===== config.mk =====
export PLATFORM = sky130hd
export DESIGN_NAME = wtmc_wakeup_timer
export DESIGN_NICKNAME = d
export VERILOG_FILES = /design/src/rtl/wtmc_pkg.sv /design/src/rtl/wtmc_wakeup_timer.sv
export SDC_FILE = /design/constraint.sdc
export NUM_CORES = 1
export LEC_CHECK = 0
export BUFFER_PORTS_ARGS = -buffer_cell sky130_fd_sc_hd__buf_2
export CORE_ASPECT_RATIO = 1.2
export CORE_UTILIZATION = 40
export CTS_CLUSTER_DIAMETER = 200
export DETAILED_ROUTE_END_ITERATION = 12
export HOLD_SLACK_MARGIN = 0.08
export PLACE_DENSITY = 0.63
export SYNTH_ARGS = -nofsm -noshare
export SYNTH_HDL_FRONTEND = slang
export SYNTH_SLANG_ARGS = --single-unit

===== constraint.sdc =====
create_clock -name clock_in -period 4.7 [get_ports clock_in]
set_input_delay 0.705 -clock clock_in [delete_from_list [all_inputs] [get_ports clock_in]]
set_output_delay 0.705 -clock clock_in [all_outputs]
set_load 0.01 [all_outputs]

===== src/rtl/wtmc_pkg.sv =====
package wtmc_pkg;
    // Clock rate of clock_in
    localparam int unsigned CLK_HZ = 20_000_000;
    // Wake-up base steps, in milliseconds
    localparam int unsigned BASE_LONG_MS = 100;
    localparam int unsigned BASE_SHORT_MS = 10;
    // The timer ticks in short steps; the long range is a multiple of them
    localparam int unsigned STEP_CYCLES = CLK_HZ / 1000 * BASE_SHORT_MS;
    localparam logic [6:0] LONG_MULT = 7'(BASE_LONG_MS / BASE_SHORT_MS);
    localparam logic [6:0] SHORT_MULT = 7'H01;

    // Register indices; byte address is four times the index
    localparam logic [5:0] IDX_RSVD_A = 6'H2F;
    localparam logic [5:0] IDX_AUX_STATUS = 6'H30;
    localparam logic [5:0] IDX_WAKEUP_CTRL = 6'H31;
    localparam logic [5:0] IDX_AMP_CONFIG = 6'H32;
    localparam logic [5:0] IDX_AMP_REF = 6'H33;
    localparam logic [5:0] IDX_AMP_AVG = 6'H34;
    localparam logic [5:0] IDX_AMP_LAST = 6'H35;
    localparam logic [5:0] IDX_PH_CONFIG = 6'H36;
    localparam logic [5:0] IDX_PH_REF = 6'H37;
    localparam logic [5:0] IDX_PH_AVG = 6'H38;
    localparam logic [5:0] IDX_PH_LAST = 6'H39;

    // Wake-up control fields
    localparam int unsigned WU_RANGE_BIT = 7;
    localparam int unsigned WU_CODE_MSB = 6;
    localparam int unsigned WU_CODE_LSB = 4;
    localparam int unsigned WU_EVERY_BIT = 3;
    localparam int unsigned WU_AMP_BIT = 2;
    localparam int unsigned WU_PH_BIT = 1;
    localparam logic [7:0] WU_WRITE_MASK = 8'HFE;

    // Measurement configuration fields
    localparam int unsigned CFG_DELTA_MSB = 7;
    localparam int unsigned CFG_DELTA_LSB = 4;
    localparam int unsigned CFG_INCL_BIT = 3;
    localparam int unsigned CFG_WGT_MSB = 2;
    localparam int unsigned CFG_WGT_LSB = 1;
    localparam int unsigned CFG_REFSEL_BIT = 0;
    // Weight code 00 means divide by 4, i.e. shift by 2
    localparam logic [2:0] WGT_SHIFT_BASE = 3'H2;

    // Reset value of every register
    localparam logic [7:0] REG_RESET = 8'H00;
endpackage


===== src/rtl/wtmc_wakeup_timer.sv =====
// The implementer's own choice: the APB interface to the registers.
`timescale 1ns/1ps
`default_nettype none

module wtmc_wakeup_timer
    import wtmc_pkg::*;
#(
    parameter int unsigned P_STEP_CYCLES = STEP_CYCLES
) (
    // Clock, reset, enable
    input wire logic clock_in,
    input wire logic resetn_in,
    input wire logic ce_in,
    // APB slave
    input wire logic psel_in,
    input wire logic penable_in,
    input wire logic pwrite_in,
    input wire logic [7:0] paddr_in,
    input wire logic [31:0] pwdata_in,
    output logic [31:0] prdata_out,
    output logic pready_out,
    output logic pslverr_out,
    // Restore-defaults command, one-cycle pulse
    input wire logic set_default_in,
    // Measurement engine handshake
    output logic meas_start_out,
    output logic meas_phase_out,
    input wire logic meas_done_in,
    input wire logic [7:0] meas_result_in,
    // Interrupt request pulses
    output logic irq_timeout_out,
    output logic irq_amplitude_out,
    output logic irq_phase_out,
    // Status sources
    input wire logic rx_channel_phase_in,
    input wire logic ext_field_in,
    input wire logic tx_active_in,
    input wire logic osc_stable_in,
    input wire logic rx_enabled_in,
    input wire logic rx_busy_in,
    input wire logic peer_detect_in,
    input wire logic collision_avoid_active_in
);

    // Sequencer states
    typedef enum logic [2:0] {
        S_IDLE = 3'H1,
        S_AMP = 3'H2,
        S_PH = 3'H4
    } wtmc_state_e;
    // Absolute difference of two bytes
    function automatic logic [7:0] abs_diff(input logic [7:0] a, input logic [7:0] b);
        abs_diff = (a > b) ? (a - b) : (b - a);
    endfunction
    // Running average step: avg + (new - avg) / weight
    function automatic logic [7:0] avg_step(input logic [7:0] avg, input logic [7:0] res,
                                            input logic [1:0] wcode);
        logic signed [9:0] diff;
        logic signed [9:0] step;
        logic [2:0] sh;
        logic [9:0] sum;
        diff = $signed({2'H0, res}) - $signed({2'H0, avg});
        sh = WGT_SHIFT_BASE + {1'H0, wcode};
        step = diff >>> sh;
        sum = 10'({2'H0, avg}) + 10'(step);
        avg_step = sum[7:0];
    endfunction
    // Step count of one wake-up period
    function automatic logic [6:0] period_steps(input logic [7:0] ctrl);
        logic [6:0] mult;
        logic [6:0] code1;
        mult = ctrl[WU_RANGE_BIT] ? SHORT_MULT : LONG_MULT;
        code1 = 7'(ctrl[WU_CODE_MSB:WU_CODE_LSB]) + 7'H01;
        period_steps = 7'(code1 * mult);
    endfunction
    // Registers visible to software
    logic [7:0] wu_ctrl_ff;
    logic [7:0] amp_cfg_ff;
    logic [7:0] amp_ref_ff;
    logic [7:0] amp_avg_ff;
    logic [7:0] amp_last_ff;
    logic [7:0] ph_cfg_ff;
    logic [7:0] ph_ref_ff;
    logic [7:0] ph_avg_ff;
    logic [7:0] ph_last_ff;
    // Synchronisers for the two asynchronous status pins
    logic efd_meta_ff;
    logic efd_ff;
    logic osc_meta_ff;
    logic osc_ff;
    // Timer state
    logic [31:0] tick_cnt_ff;
    logic [6:0] step_cnt_ff;
    logic timeout;
    logic timer_run;
    // Sequencer
    wtmc_state_e state_ff;
    wtmc_state_e nxt_state;
    // Bus outputs
    logic [31:0] prdata_ff;
    logic pslverr_ff;
    // Pulse outputs and the measurement channel level
    logic meas_start_ff;
    logic meas_phase_ff;
    logic irq_to_ff;
    logic irq_amp_ff;
    logic irq_ph_ff;
    // Decoded bus access
    logic [5:0] idx;
    logic addr_ok;
    logic wr_en;
    logic setup;
    logic [7:0] aux_status;
    logic [7:0] rd_byte;
    // Measurement evaluation
    logic [7:0] amp_baseline;
    logic [7:0] ph_baseline;
    logic amp_trig;
    logic ph_trig;
    logic amp_done;
    logic ph_done;
    assign idx = paddr_in[7:2];
    assign setup = psel_in && !penable_in;
    assign wr_en = psel_in && penable_in && pwrite_in && addr_ok && ce_in;
    // Zero-wait slave: data is fetched in the setup cycle
    assign pready_out = 1'H1;
    assign prdata_out = prdata_ff;
    assign pslverr_out = pslverr_ff;
    assign meas_start_out = meas_start_ff;
    assign meas_phase_out = meas_phase_ff;
    assign irq_timeout_out = irq_to_ff;
    assign irq_amplitude_out = irq_amp_ff;
    assign irq_phase_out = irq_ph_ff;
    // Two-stage synchronisers; nothing else reads the first stage
    always_ff @(posedge clock_in or negedge resetn_in) begin
        if (!resetn_in) begin
            efd_meta_ff <= 1'H0;
            efd_ff <= 1'H0;
            osc_meta_ff <= 1'H0;
            osc_ff <= 1'H0;
        end else if (ce_in) begin
            efd_meta_ff <= ext_field_in;
            efd_ff <= efd_meta_ff;
            osc_meta_ff <= osc_stable_in;
            osc_ff <= osc_meta_ff;
        end
    end
    // Live status, stored only in the bit 6 and bit 4 synchronisers; bit 7 first, bit 0 last
    assign aux_status = {rx_channel_phase_in, efd_ff, tx_active_in, osc_ff,
                         rx_enabled_in, rx_busy_in, peer_detect_in, collision_avoid_active_in};
    // Read decode; the reserved slot reads zero without error
    always_comb begin
        rd_byte = 8'H00;
        addr_ok = 1'H1;
        unique case (idx)
            IDX_RSVD_A: rd_byte = 8'H00;
            IDX_AUX_STATUS: rd_byte = aux_status;
            IDX_WAKEUP_CTRL: rd_byte = wu_ctrl_ff;
            IDX_AMP_CONFIG: rd_byte = amp_cfg_ff;
            IDX_AMP_REF: rd_byte = amp_ref_ff;
            IDX_AMP_AVG: rd_byte = amp_avg_ff;
            IDX_AMP_LAST: rd_byte = amp_last_ff;
            IDX_PH_CONFIG: rd_byte = ph_cfg_ff;
            IDX_PH_REF: rd_byte = ph_ref_ff;
            IDX_PH_AVG: rd_byte = ph_avg_ff;
            IDX_PH_LAST: rd_byte = ph_last_ff;
            default: addr_ok = 1'H0;
        endcase
    end
    // Read data and error are latched in setup and held for the access cycle
    always_ff @(posedge clock_in or negedge resetn_in) begin
        if (!resetn_in) begin
            prdata_ff <= 32'H0000_0000;
            pslverr_ff <= 1'H0;
        end else if (ce_in && setup) begin
            prdata_ff <= {24'H00_0000, rd_byte};
            pslverr_ff <= !addr_ok;
        end
    end
    // Software registers; writes to read-only slots are dropped silently
    always_ff @(posedge clock_in or negedge resetn_in) begin
        if (!resetn_in) begin
            wu_ctrl_ff <= REG_RESET;
            amp_cfg_ff <= REG_RESET;
            amp_ref_ff <= REG_RESET;
            ph_cfg_ff <= REG_RESET;
            ph_ref_ff <= REG_RESET;
        end else if (ce_in) begin
            if (set_default_in) begin
                wu_ctrl_ff <= REG_RESET;
                amp_cfg_ff <= REG_RESET;
                amp_ref_ff <= REG_RESET;
                ph_cfg_ff <= REG_RESET;
                ph_ref_ff <= REG_RESET;
            end else if (wr_en) begin
                unique case (idx)
                    // Bit 0 of control is reserved and stays zero
                    IDX_WAKEUP_CTRL: wu_ctrl_ff <= pwdata_in[7:0] & WU_WRITE_MASK;
                    IDX_AMP_CONFIG: amp_cfg_ff <= pwdata_in[7:0];
                    IDX_AMP_REF: amp_ref_ff <= pwdata_in[7:0];
                    IDX_PH_CONFIG: ph_cfg_ff <= pwdata_in[7:0];
                    IDX_PH_REF: ph_ref_ff <= pwdata_in[7:0];
                    default: ;
                endcase
            end
        end
    end
    // The timer runs only while some wake-up action is enabled
    assign timer_run = wu_ctrl_ff[WU_EVERY_BIT] || wu_ctrl_ff[WU_AMP_BIT] || wu_ctrl_ff[WU_PH_BIT];
    assign timeout = timer_run && (tick_cnt_ff == P_STEP_CYCLES - 1)
                     && (step_cnt_ff == period_steps(wu_ctrl_ff) - 7'H01);
    // Step prescaler and step counter; a control write restarts the period
    always_ff @(posedge clock_in or negedge resetn_in) begin
        if (!resetn_in) begin
            tick_cnt_ff <= 32'H0000_0000;
            step_cnt_ff <= 7'H00;
        end else if (ce_in) begin
            if (!timer_run || set_default_in || (wr_en && idx == IDX_WAKEUP_CTRL)) begin
                tick_cnt_ff <= 32'H0000_0000;
                step_cnt_ff <= 7'H00;
            end else if (tick_cnt_ff == P_STEP_CYCLES - 1) begin
                tick_cnt_ff <= 32'H0000_0000;
                // Wrap at the period end; a shortened code also wraps
                if (timeout || step_cnt_ff >= period_steps(wu_ctrl_ff) - 7'H01) begin
                    step_cnt_ff <= 7'H00;
                end else begin
                    step_cnt_ff <= step_cnt_ff + 7'H01;
                end
            end else begin
                tick_cnt_ff <= tick_cnt_ff + 32'H0000_0001;
            end
        end
    end
    // Compare each result against the chosen baseline
    always_comb begin
        amp_baseline = amp_cfg_ff[CFG_REFSEL_BIT] ? amp_avg_ff : amp_ref_ff;
        ph_baseline = ph_cfg_ff[CFG_REFSEL_BIT] ? ph_avg_ff : ph_ref_ff;
        // Strictly larger than the delta triggers
        amp_trig = abs_diff(meas_result_in, amp_baseline) > 8'(amp_cfg_ff[CFG_DELTA_MSB:CFG_DELTA_LSB]);
        ph_trig = abs_diff(meas_result_in, ph_baseline) > 8'(ph_cfg_ff[CFG_DELTA_MSB:CFG_DELTA_LSB]);
        amp_done = (state_ff == S_AMP) && meas_done_in;
        ph_done = (state_ff == S_PH) && meas_done_in;
    end
    // Sequencer: amplitude first, then phase, at each timeout
    always_comb begin
        nxt_state = state_ff;
        unique case (state_ff)
            S_IDLE: begin
                if (timeout && wu_ctrl_ff[WU_AMP_BIT]) begin
                    nxt_state = S_AMP;
                end else if (timeout && wu_ctrl_ff[WU_PH_BIT]) begin
                    nxt_state = S_PH;
                end
            end
            S_AMP: begin
                if (meas_done_in) begin
                    nxt_state = wu_ctrl_ff[WU_PH_BIT] ? S_PH : S_IDLE;
                end
            end
            S_PH: begin
                if (meas_done_in) begin
                    nxt_state = S_IDLE;
                end
            end
            default: nxt_state = S_IDLE;
        endcase
    end
    // State register; restore-defaults abandons a measurement in flight
    always_ff @(posedge clock_in or negedge resetn_in) begin
        if (!resetn_in) begin
            state_ff <= S_IDLE;
        end else if (ce_in) begin
            state_ff <= set_default_in ? S_IDLE : nxt_state;
        end
    end
    // Start pulse and channel for the measurement engine
    always_ff @(posedge clock_in or negedge resetn_in) begin
        if (!resetn_in) begin
            meas_start_ff <= 1'H0;
            meas_phase_ff <= 1'H0;
        end else if (ce_in) begin
            meas_start_ff <= !set_default_in && (nxt_state != state_ff) && (nxt_state != S_IDLE);
            if (nxt_state == S_PH) begin
                meas_phase_ff <= 1'H1;
            end else if (nxt_state == S_AMP) begin
                meas_phase_ff <= 1'H0;
            end
        end
    end

    // Interrupt pulses, one cycle each
    always_ff @(posedge clock_in or negedge resetn_in) begin
        if (!resetn_in) begin
            irq_to_ff <= 1'H0;
            irq_amp_ff <= 1'H0;
            irq_ph_ff <= 1'H0;
        end else if (ce_in) begin
            irq_to_ff <= timeout && wu_ctrl_ff[WU_EVERY_BIT] && !set_default_in;
            irq_amp_ff <= amp_done && amp_trig && !set_default_in;
            irq_ph_ff <= ph_done && ph_trig && !set_default_in;
        end
    end

    // Amplitude result and running average
    always_ff @(posedge clock_in or negedge resetn_in) begin
        if (!resetn_in) begin
            amp_last_ff <= REG_RESET;
            amp_avg_ff <= REG_RESET;
        end else if (ce_in) begin
            if (set_default_in) begin
                amp_last_ff <= REG_RESET;
                amp_avg_ff <= REG_RESET;
            end else if (amp_done) begin
                amp_last_ff <= meas_result_in;
                // A triggering result is folded in only when allowed
                if (!amp_trig || amp_cfg_ff[CFG_INCL_BIT]) begin
                    amp_avg_ff <= avg_step(amp_avg_ff, meas_result_in,
                                           amp_cfg_ff[CFG_WGT_MSB:CFG_WGT_LSB]);
                end
            end
        end
    end

    // Phase result and running average
    always_ff @(posedge clock_in or negedge resetn_in) begin
        if (!resetn_in) begin
            ph_last_ff <= REG_RESET;
            ph_avg_ff <= REG_RESET;
        end else if (ce_in) begin
            if (set_default_in) begin
                ph_last_ff <= REG_RESET;
                ph_avg_ff <= REG_RESET;
            end else if (ph_done) begin
                ph_last_ff <= meas_result_in;
                if (!ph_trig || ph_cfg_ff[CFG_INCL_BIT]) begin
                    ph_avg_ff <= avg_step(ph_avg_ff, meas_result_in,
                                          ph_cfg_ff[CFG_WGT_MSB:CFG_WGT_LSB]);
                end
            end
        end
    end

endmodule

`default_nettype wire


# Word level (Yosys, flattened, before mapping)

Cells that the tools add are included.

Bits of input ports: 64
Bits in registers: 132
Output and inout bits: 39
Word-level logic and storage cells: 169

$lt $le $gt $ge: 5
Reductions and logical operators: 58
Shift operators: 2
Add/sub/neg operators: 14
Multiply operators: 1
Equality and inequality tests: 20
Multiplexer cells: 46

Operators with widths:

| kind                                                              | count |
|---|---|
| 8-bit two-way mux                                                 | 29 |
| 8-bit case mux with 10 select lines                               | 1 |
| 6-bit == test, second input constant                              | 11 |
| 32-bit two-way mux                                                | 2 |
| 32-bit by 1-bit adder with 32-bit output, second input constant   | 1 |
| 32-bit by 18-bit == test with 1-bit output, second input constant | 1 |
| 8-bit subtractor                                                  | 4 |
| 2-bit nonzero test                                                | 12 |
| 1-bit logical AND                                                 | 21 |
| 7-bit two-way mux                                                 | 3 |
| 3-bit AND reduction                                               | 7 |
| 3-bit two-way mux                                                 | 6 |
| 9-bit by 3-bit >>> shifter with 8-bit output                      | 2 |
| 8-bit by 8-bit subtractor with 9-bit output                       | 2 |
| 8-bit adder                                                       | 2 |
| 8-bit by 4-bit > comparator with 1-bit output                     | 2 |
| 8-bit > comparator                                                | 2 |
| 11-bit OR reduction                                               | 1 |
| 3-bit case mux with 3 select lines                                | 1 |
| 2-bit AND reduction                                               | 4 |
| 7-bit by 1-bit adder with 7-bit output, second input constant     | 1 |
| 7-bit == test                                                     | 1 |
| 7-bit greater-or-equal comparator                                 | 1 |
| 1-bit logical OR                                                  | 7 |
| 12 further kinds                                                  | 22 |

# Longest topological paths before layout

Word-level depth: 12
Depth in mapped cells: 22
Mapped depth without buffers: 22

# Least setup slack after synthesis

OpenSTA, ideal clock, no wires.

Path type: register to register
Start: register ph_cfg_ff[0]
End: register ph_avg_ff[0]
Slack: 0.473 ns
Stages on the path, launching flop included: 21
Buffers on the path: 3
Data arrival time: 4.096 ns
Clock period less this slack: 4.227 ns
Library setup time: 0.131 ns
Required time: 4.569 ns
Cells stage by stage: dfrtp_1 > clkbuf_1 > mux2i_1 > inv_1 > ha_1 > buf_4 > and3_1 > nand2_1 > or2_4 > a21oi_4 > mux2_2 > ha_1 > nor2b_1 > o21ai_0 > nand2b_1 > a21oi_1 > a41o_1 > and4_1 > clkbuf_1 > nor2_1 > or3_1

Cells in the longest elaborated chain, start to end: 8
Elaborated cells on any way between the ends: 10
Those cells by class: add/sub: 2; order compare: 2; mux: 2; reduce/logical: 4

Ends and longest elaborated chain:

| what                                                   | RTL line                 | RTL |
|---|---|---|
| start: declaration                                     | wtmc_wakeup_timer.sv:82  | `logic [7:0] ph_cfg_ff;` |
| start signal: assignment                               | wtmc_wakeup_timer.sv:201 | `IDX_PH_CONFIG: ph_cfg_ff <= pwdata_in[7:0];` |
| 8-bit two-way mux (*)                                  | wtmc_wakeup_timer.sv:237 | `ph_baseline = ph_cfg_ff[CFG_REFSEL_BIT] ? ph_avg_ff : ph_ref_ff;` |
| 8-bit subtractor or 8-bit > comparator (tied branches) | wtmc_wakeup_timer.sv:53  | `abs_diff = (a > b) ? (a - b) : (b - a);` |
| 8-bit two-way mux (*)                                  | wtmc_wakeup_timer.sv:53  |  |
| 8-bit by 4-bit > comparator with 1-bit output (*)      | wtmc_wakeup_timer.sv:240 | `ph_trig = abs_diff(meas_result_in, ph_baseline) > 8'(ph_cfg_ff[CFG_DELTA_MSB:CFG_DELTA_LSB]);` |
| 1-bit zero test (*)                                    | wtmc_wakeup_timer.sv:335 | `if (!ph_trig \|\| ph_cfg_ff[CFG_INCL_BIT]) begin` |
| 1-bit logical OR (*)                                   | wtmc_wakeup_timer.sv:335 |  |
| 2-bit nonzero test (no source line) (*)                | --                       |  |
| 3-bit AND reduction (no source line) (*)               | --                       |  |
| end signal: assignment                                 | wtmc_wakeup_timer.sv:336 | `ph_avg_ff <= avg_step(ph_avg_ff, meas_result_in,` |
| end: declaration                                       | wtmc_wakeup_timer.sv:84  | `logic [7:0] ph_avg_ff;` |

Every way passes the cells marked *; elsewhere a longest branch is shown, timed or not.
A chain may end at the register's enable or synchronous reset.

# Worst setup path in the final report

Start: register wu_ctrl_ff[4]
End: register meas_phase_ff, in the netlist meas_phase_out

Cells in the longest elaborated chain, start to end: 12
Elaborated cells on any way between the ends: 15
Those cells by class: add/sub: 2; mul: 1; eq/ne: 3; mux: 4; reduce/logical: 5

Ends and longest elaborated chain:

| what                                                                      | RTL line                                           | RTL |
|---|---|---|
| start: declaration                                                        | wtmc_wakeup_timer.sv:77                            | `logic [7:0] wu_ctrl_ff;` |
| start signal: assignment                                                  | wtmc_wakeup_timer.sv:198                           | `IDX_WAKEUP_CTRL: wu_ctrl_ff <= pwdata_in[7:0] & WU_WRITE_MASK;` |
| 3-bit by 1-bit adder with 4-bit output (*)                                | wtmc_wakeup_timer.sv:73                            | `code1 = 7'(ctrl[WU_CODE_MSB:WU_CODE_LSB]) + 7'H01;` |
| 4-bit by 4-bit multiplier with 7-bit output (*)                           | wtmc_wakeup_timer.sv:74                            | `period_steps = 7'(code1 * mult);` |
| 7-bit by 1-bit subtractor with 7-bit output (*)                           | wtmc_wakeup_timer.sv:211                           | `&& (step_cnt_ff == period_steps(wu_ctrl_ff) - 7'H01);` |
| 7-bit == test (*)                                                         | wtmc_wakeup_timer.sv:211                           |  |
| 1-bit logical AND (*)                                                     | wtmc_wakeup_timer.sv:211                           |  |
| 1-bit logical AND                                                         | wtmc_wakeup_timer.sv:251                           | `end else if (timeout && wu_ctrl_ff[WU_PH_BIT]) begin` |
| 3-bit two-way mux                                                         | wtmc_wakeup_timer.sv:251                           |  |
| 3-bit two-way mux (*)                                                     | wtmc_wakeup_timer.sv:249                           | `if (timeout && wu_ctrl_ff[WU_AMP_BIT]) begin` |
| 3-bit case mux with 3 select lines (*)                                    | wtmc_wakeup_timer.sv:247                           | `unique case (state_ff)` |
| 3-bit == test or 3-bit by 2-bit == test with 1-bit output (tied branches) | wtmc_wakeup_timer.sv:283, wtmc_wakeup_timer.sv:285 |  |
| 2-bit nonzero test (no source line)                                       | --                                                 |  |
| 2-bit AND reduction (no source line)                                      | --                                                 |  |
| end signal: assignment                                                    | wtmc_wakeup_timer.sv:280                           | `meas_phase_ff <= 1'H0;` |
| end signal: assignment                                                    | wtmc_wakeup_timer.sv:284                           | `meas_phase_ff <= 1'H1;` |
| end signal: assignment                                                    | wtmc_wakeup_timer.sv:286                           | `meas_phase_ff <= 1'H0;` |
| end: declaration                                                          | wtmc_wakeup_timer.sv:104                           | `logic meas_phase_ff;` |

Marked as above.

==> flow_summary.yaml <==
outcome:
  outcome: "finished clean"
clocking:
  clkLatencyLatePin_ns: 0.43
  cts.repair_timing.setup_buffer_count: 0
  clock_sinks: 131
  clk_pin_slew_ns: 0.06
  clock_tree.buffer_depth: 2
  cts_inserted_buffers: 17
  cts_tree: "built"
  clk_root_buffer_cell: "clkbuf_16"
  htree_num_levels: 4
  hold_buffers: 0
setup_path:
  timing.critical_path.from_type: "flip-flop"
  slowest_stage: "fa_1"
  worst-path-buf-inv: 1
  slowest_delay_ns: 0.48
  critical_path.top_delay_family: "adder cells"
  worst_ep_arrival_time_ns: 4.71
  required_ns: 5.01
  setup.worst_path.end_class: "flip-flop"
  critical_path_class: "flip-flop to flip-flop"
  path_cells: "ha_1 -> xor2_1 -> nand2b_1 -> inv_1 -> ha_1 -> fa_1 -> ha_1 -> a21o_1 -> a21o_1 -> a21oi_1 -> xnor2_1 -> ha_1 -> nand4_1 -> nor2_1 -> nand4bb_1 -> nor2_1 -> o22ai_1 -> nor2_1 -> mux2_2"
  critical_path_peak_fanout: 9
  cp_common_cell: "ha_1"
global_routing:
  grt.met2_usage_pct: 36.7
  first_global_vias: 8364
  grt-busiest-layer: "met2"
  antenna_found_initial: 0
  grt_pass1_wl_mm: 45.8
  groute.usage.overall_pct: 22.6
  grt_max_degree: 100
  met1_usage_pct: 29.2
  grtUsageMet3_pct: 4.40
  grt.overflow.total: 0
floorplan:
  start_util_pct: 40.7
  design.portCount: 103
  fp-row-count: 64
  area_enclosed_by_the_die_boundary_um2: 26500
  die-width_um: 149
  core_um2: 25500
  floorplan.die.height_um: 178
drt:
  postRouteWirelength_mm: 28.9
  detail_route.drc_violations: 0
  detail_route.iter0.violations: 577
  postRouteAntennaNets: 0
  drt-pass1-iter-count: 6
  routed_via_density: 5.63
  via_count: 8776
  detail_route.wl_per_cell_um: 18.5
synthesis:
  synth_top_cell_area_share_pct: 31.4
  ys_top_cells_by_area: "dfrtp_1, ha_1, mux2_2, nand2_1, nor2_1"
  synth_top_family_by_area: "compound AO/OA/AOI/OAI gates"
  synth.mux.area_fraction_pct: 9.24
  synthFlopType: "dfrtp_1"
  synth_cells: 1162
  synth.ff_latch_count: 131
  synth_most_common_cell: "dfrtp_1"
  sequential_to_total_area_share_from_yosys_stat_pct: 31.7
  netlist_top_cells_count: "dfrtp_1, nand2_1, nor2_1, ha_1, inv_1"
  synthDominantAreaCellType: "dfrtp_1"
  synth_compound_gate_area_share_pct: 18.6
  syn_area_um2: 10400
  synth_simple_gate_area_share_pct: 16.9
  synth.distinct_cells: 72
  synthAdderAreaFrac_pct: 12.2
  synth_enable_flop_cells: 0
  synth.yosys.warnings: 0
  synth.avg_cell_area_um2: 8.92
  postSynth.asyncResetShare_pct: 100
  synth_xor_xnor_area_share_pct: 4.99
pwr:
  power.leakage_uw: 0.00553
  p_per_area_nw_per_um2: 441
  peakVddDrop_v: 0.000258
sta:
  period_share_pct: 93.6
  rsz0062_at_grt: "no"
  fin_ws_ns: 0.300
  setup-tns-final_ns: 0
  final-setup-viol-count: 0
  slew_headroom_pct: 33.5
  final-hold-violation-count: 0
  timing_max_transition_violations_final: 0
  fin_skew_ns: 0.00811
  layout_min_cycle_time_ns: 4.40
  clock.fmax_mhz: 227
  worstMarginPinSlew_ns: 0.994
layout:
  antenna_cells_inserted: 0
  finalInstanceArea_um2: 11700
  final_layout_size_suffix_gt1_share_pct: 14.4
  final_net_count: 1375
  area_growth_pct: 12.5
  post_layout_nonfiller_instances: 1559
  n_fill_cell: 2471
place:
  dp_hpwl_mm: 21.9
  gp_routability_congestion: 0.886
  placed_cell_area_um2: 11000
  number_of_buffer_cells_added_on_primary_ports: 51
  placement.setup.worst_slack_ns: 0.143
  dpl.cell_count: 1527
worst_hold_path:
  worst_hold_path_type: "input port to asynchronous set/reset pin"
flow_run:
  drv_cap: 0
[report_power, final]
group / leakage (µW) / total [µW] / switching (µW) / internal, µW
clock network: 0.000324 / 1540 / 541 / 1000
logic: 0.00346 / 2220 / 1230 / 990
registers: 0.00174 / 1380 / 157 / 1220
[layer usage]
metal / wire length [µm] / up-vias
met5: 0 / -
met4: 1050 / 0
met3: 1600 / 66
met2: 13600 / 256
met1: 12600 / 4245
li1: - / 4209
[flip-flops by register name (all words and copies together), names as in the netlist]
register and cells:
prdata_out 8, ph_avg_ff 8, irq_phase_out 1, step_cnt_ff 7
irq_timeout_out 1, efd_ff 1, amp_avg_ff 8, state_ff 3
wu_ctrl_ff 7, efd_meta_ff 1, meas_phase_out 1, osc_ff 1
tick_cnt_ff 32, ph_ref_ff 8, irq_amplitude_out 1, ph_cfg_ff 8
amp_cfg_ff 8, amp_ref_ff 8, pslverr_out 1, ph_last_ff 8
osc_meta_ff 1, meas_start_out 1, amp_last_ff 8
[cell type report]
type	instances	area, µm²	area share [%]
Timing Repair Buffer	81	487	4.17
Tap cell	330	413	3.54
Sequential cell	131	3280	28.1
Clock inverter	15	253	2.17
Clock buffer	17	425	3.65
Inverter	75	282	2.41
Multi-Input combinational cell	910	6520	55.9
[logic make-up (layout without fill, tap and decap cells)]
logic type                 after synthesis  count (layout)
AOI/OAI and AO/OA                      290             290
xor gates and xnor gates                59              59
adders and majority gates               95              95
buffers and inverters                  144             188
DFF                                    131             131
muxes                                   80              80
other                                    2              25
and+or+nand+nor                        361             361
[what timing repair did]
item / 4_1_cts / 5_1_grt
resized for setup: 0 / 1
hold endpoints to repair: 0 / 0
endpoints found under the setup margin: 0 / 8
[final timing paths]
path | startpoint | to | slack [ns] | depth (start not counted)
min in group clock_in | prdata_out[2]$_DFFE_PN0P_ | prdata_out[2]$_DFFE_PN0P_ | 0.47 | 1
min | resetn_in | prdata_out[5]$_DFFE_PN0P_ | 0.39 | 1
min reg2reg | prdata_out[2]$_DFFE_PN0P_ | prdata_out[2]$_DFFE_PN0P_ | 0.47 | 1
max | wu_ctrl_ff[4]$_DFFE_PN0P_ | meas_phase_out$_DFFE_PN0P_ | 0.30 | 19
max reg2reg | wu_ctrl_ff[4]$_DFFE_PN0P_ | meas_phase_out$_DFFE_PN0P_ | 0.30 | 19
max in group asynchronous | resetn_in | ph_cfg_ff[0]$_DFFE_PN0P_ | 3.26 | 2
[cell usage in the layout, fill, tap and decap left out, types with 23 or more instances in the layout]
| cell | synthesis | layout |
|---|---|---|
| mux2i_1 | 30 | 30 |
| buf_2 | 5 | 50 |
| a21o_1 | 39 | 39 |
| buf_4 | 29 | 30 |
| ha_1 | 85 | 85 |
| nand2_1 | 104 | 104 |
| a21oi_1 | 67 | 67 |
| nor2b_1 | 26 | 26 |
| a22o_1 | 23 | 23 |
| nor2_1 | 95 | 94 |
| mux2_2 | 41 | 41 |
| dfrtp_1 | 130 | 129 |
| xor2_1 | 34 | 34 |
| nand3_1 | 25 | 25 |
| inv_1 | 75 | 75 |
| conb_1 | 2 | 25 |
| o21ai_0 | 67 | 66 |
| xnor2_1 | 25 | 25 |
[stage by stage]
| stage | hold slack [ns] | total power, µW | utilization (%) |
|---|---|---|---|
| 4_1_cts | 0.435 | 5150 | 45.8 |
| 3_5_place_dp | 0.461 | 3600 | 43.1 |
| 3_3_place_gp | 0.454 | 3560 | 43.1 |
| 6_report | 0.389 | 5140 | 45.8 |
| 2_1_floorplan | 0.409 | 3070 | - |
| 5_1_grt | 0.471 | 5500 | 45.8 |
No activity file was read; power rests on OpenSTA's default activity.
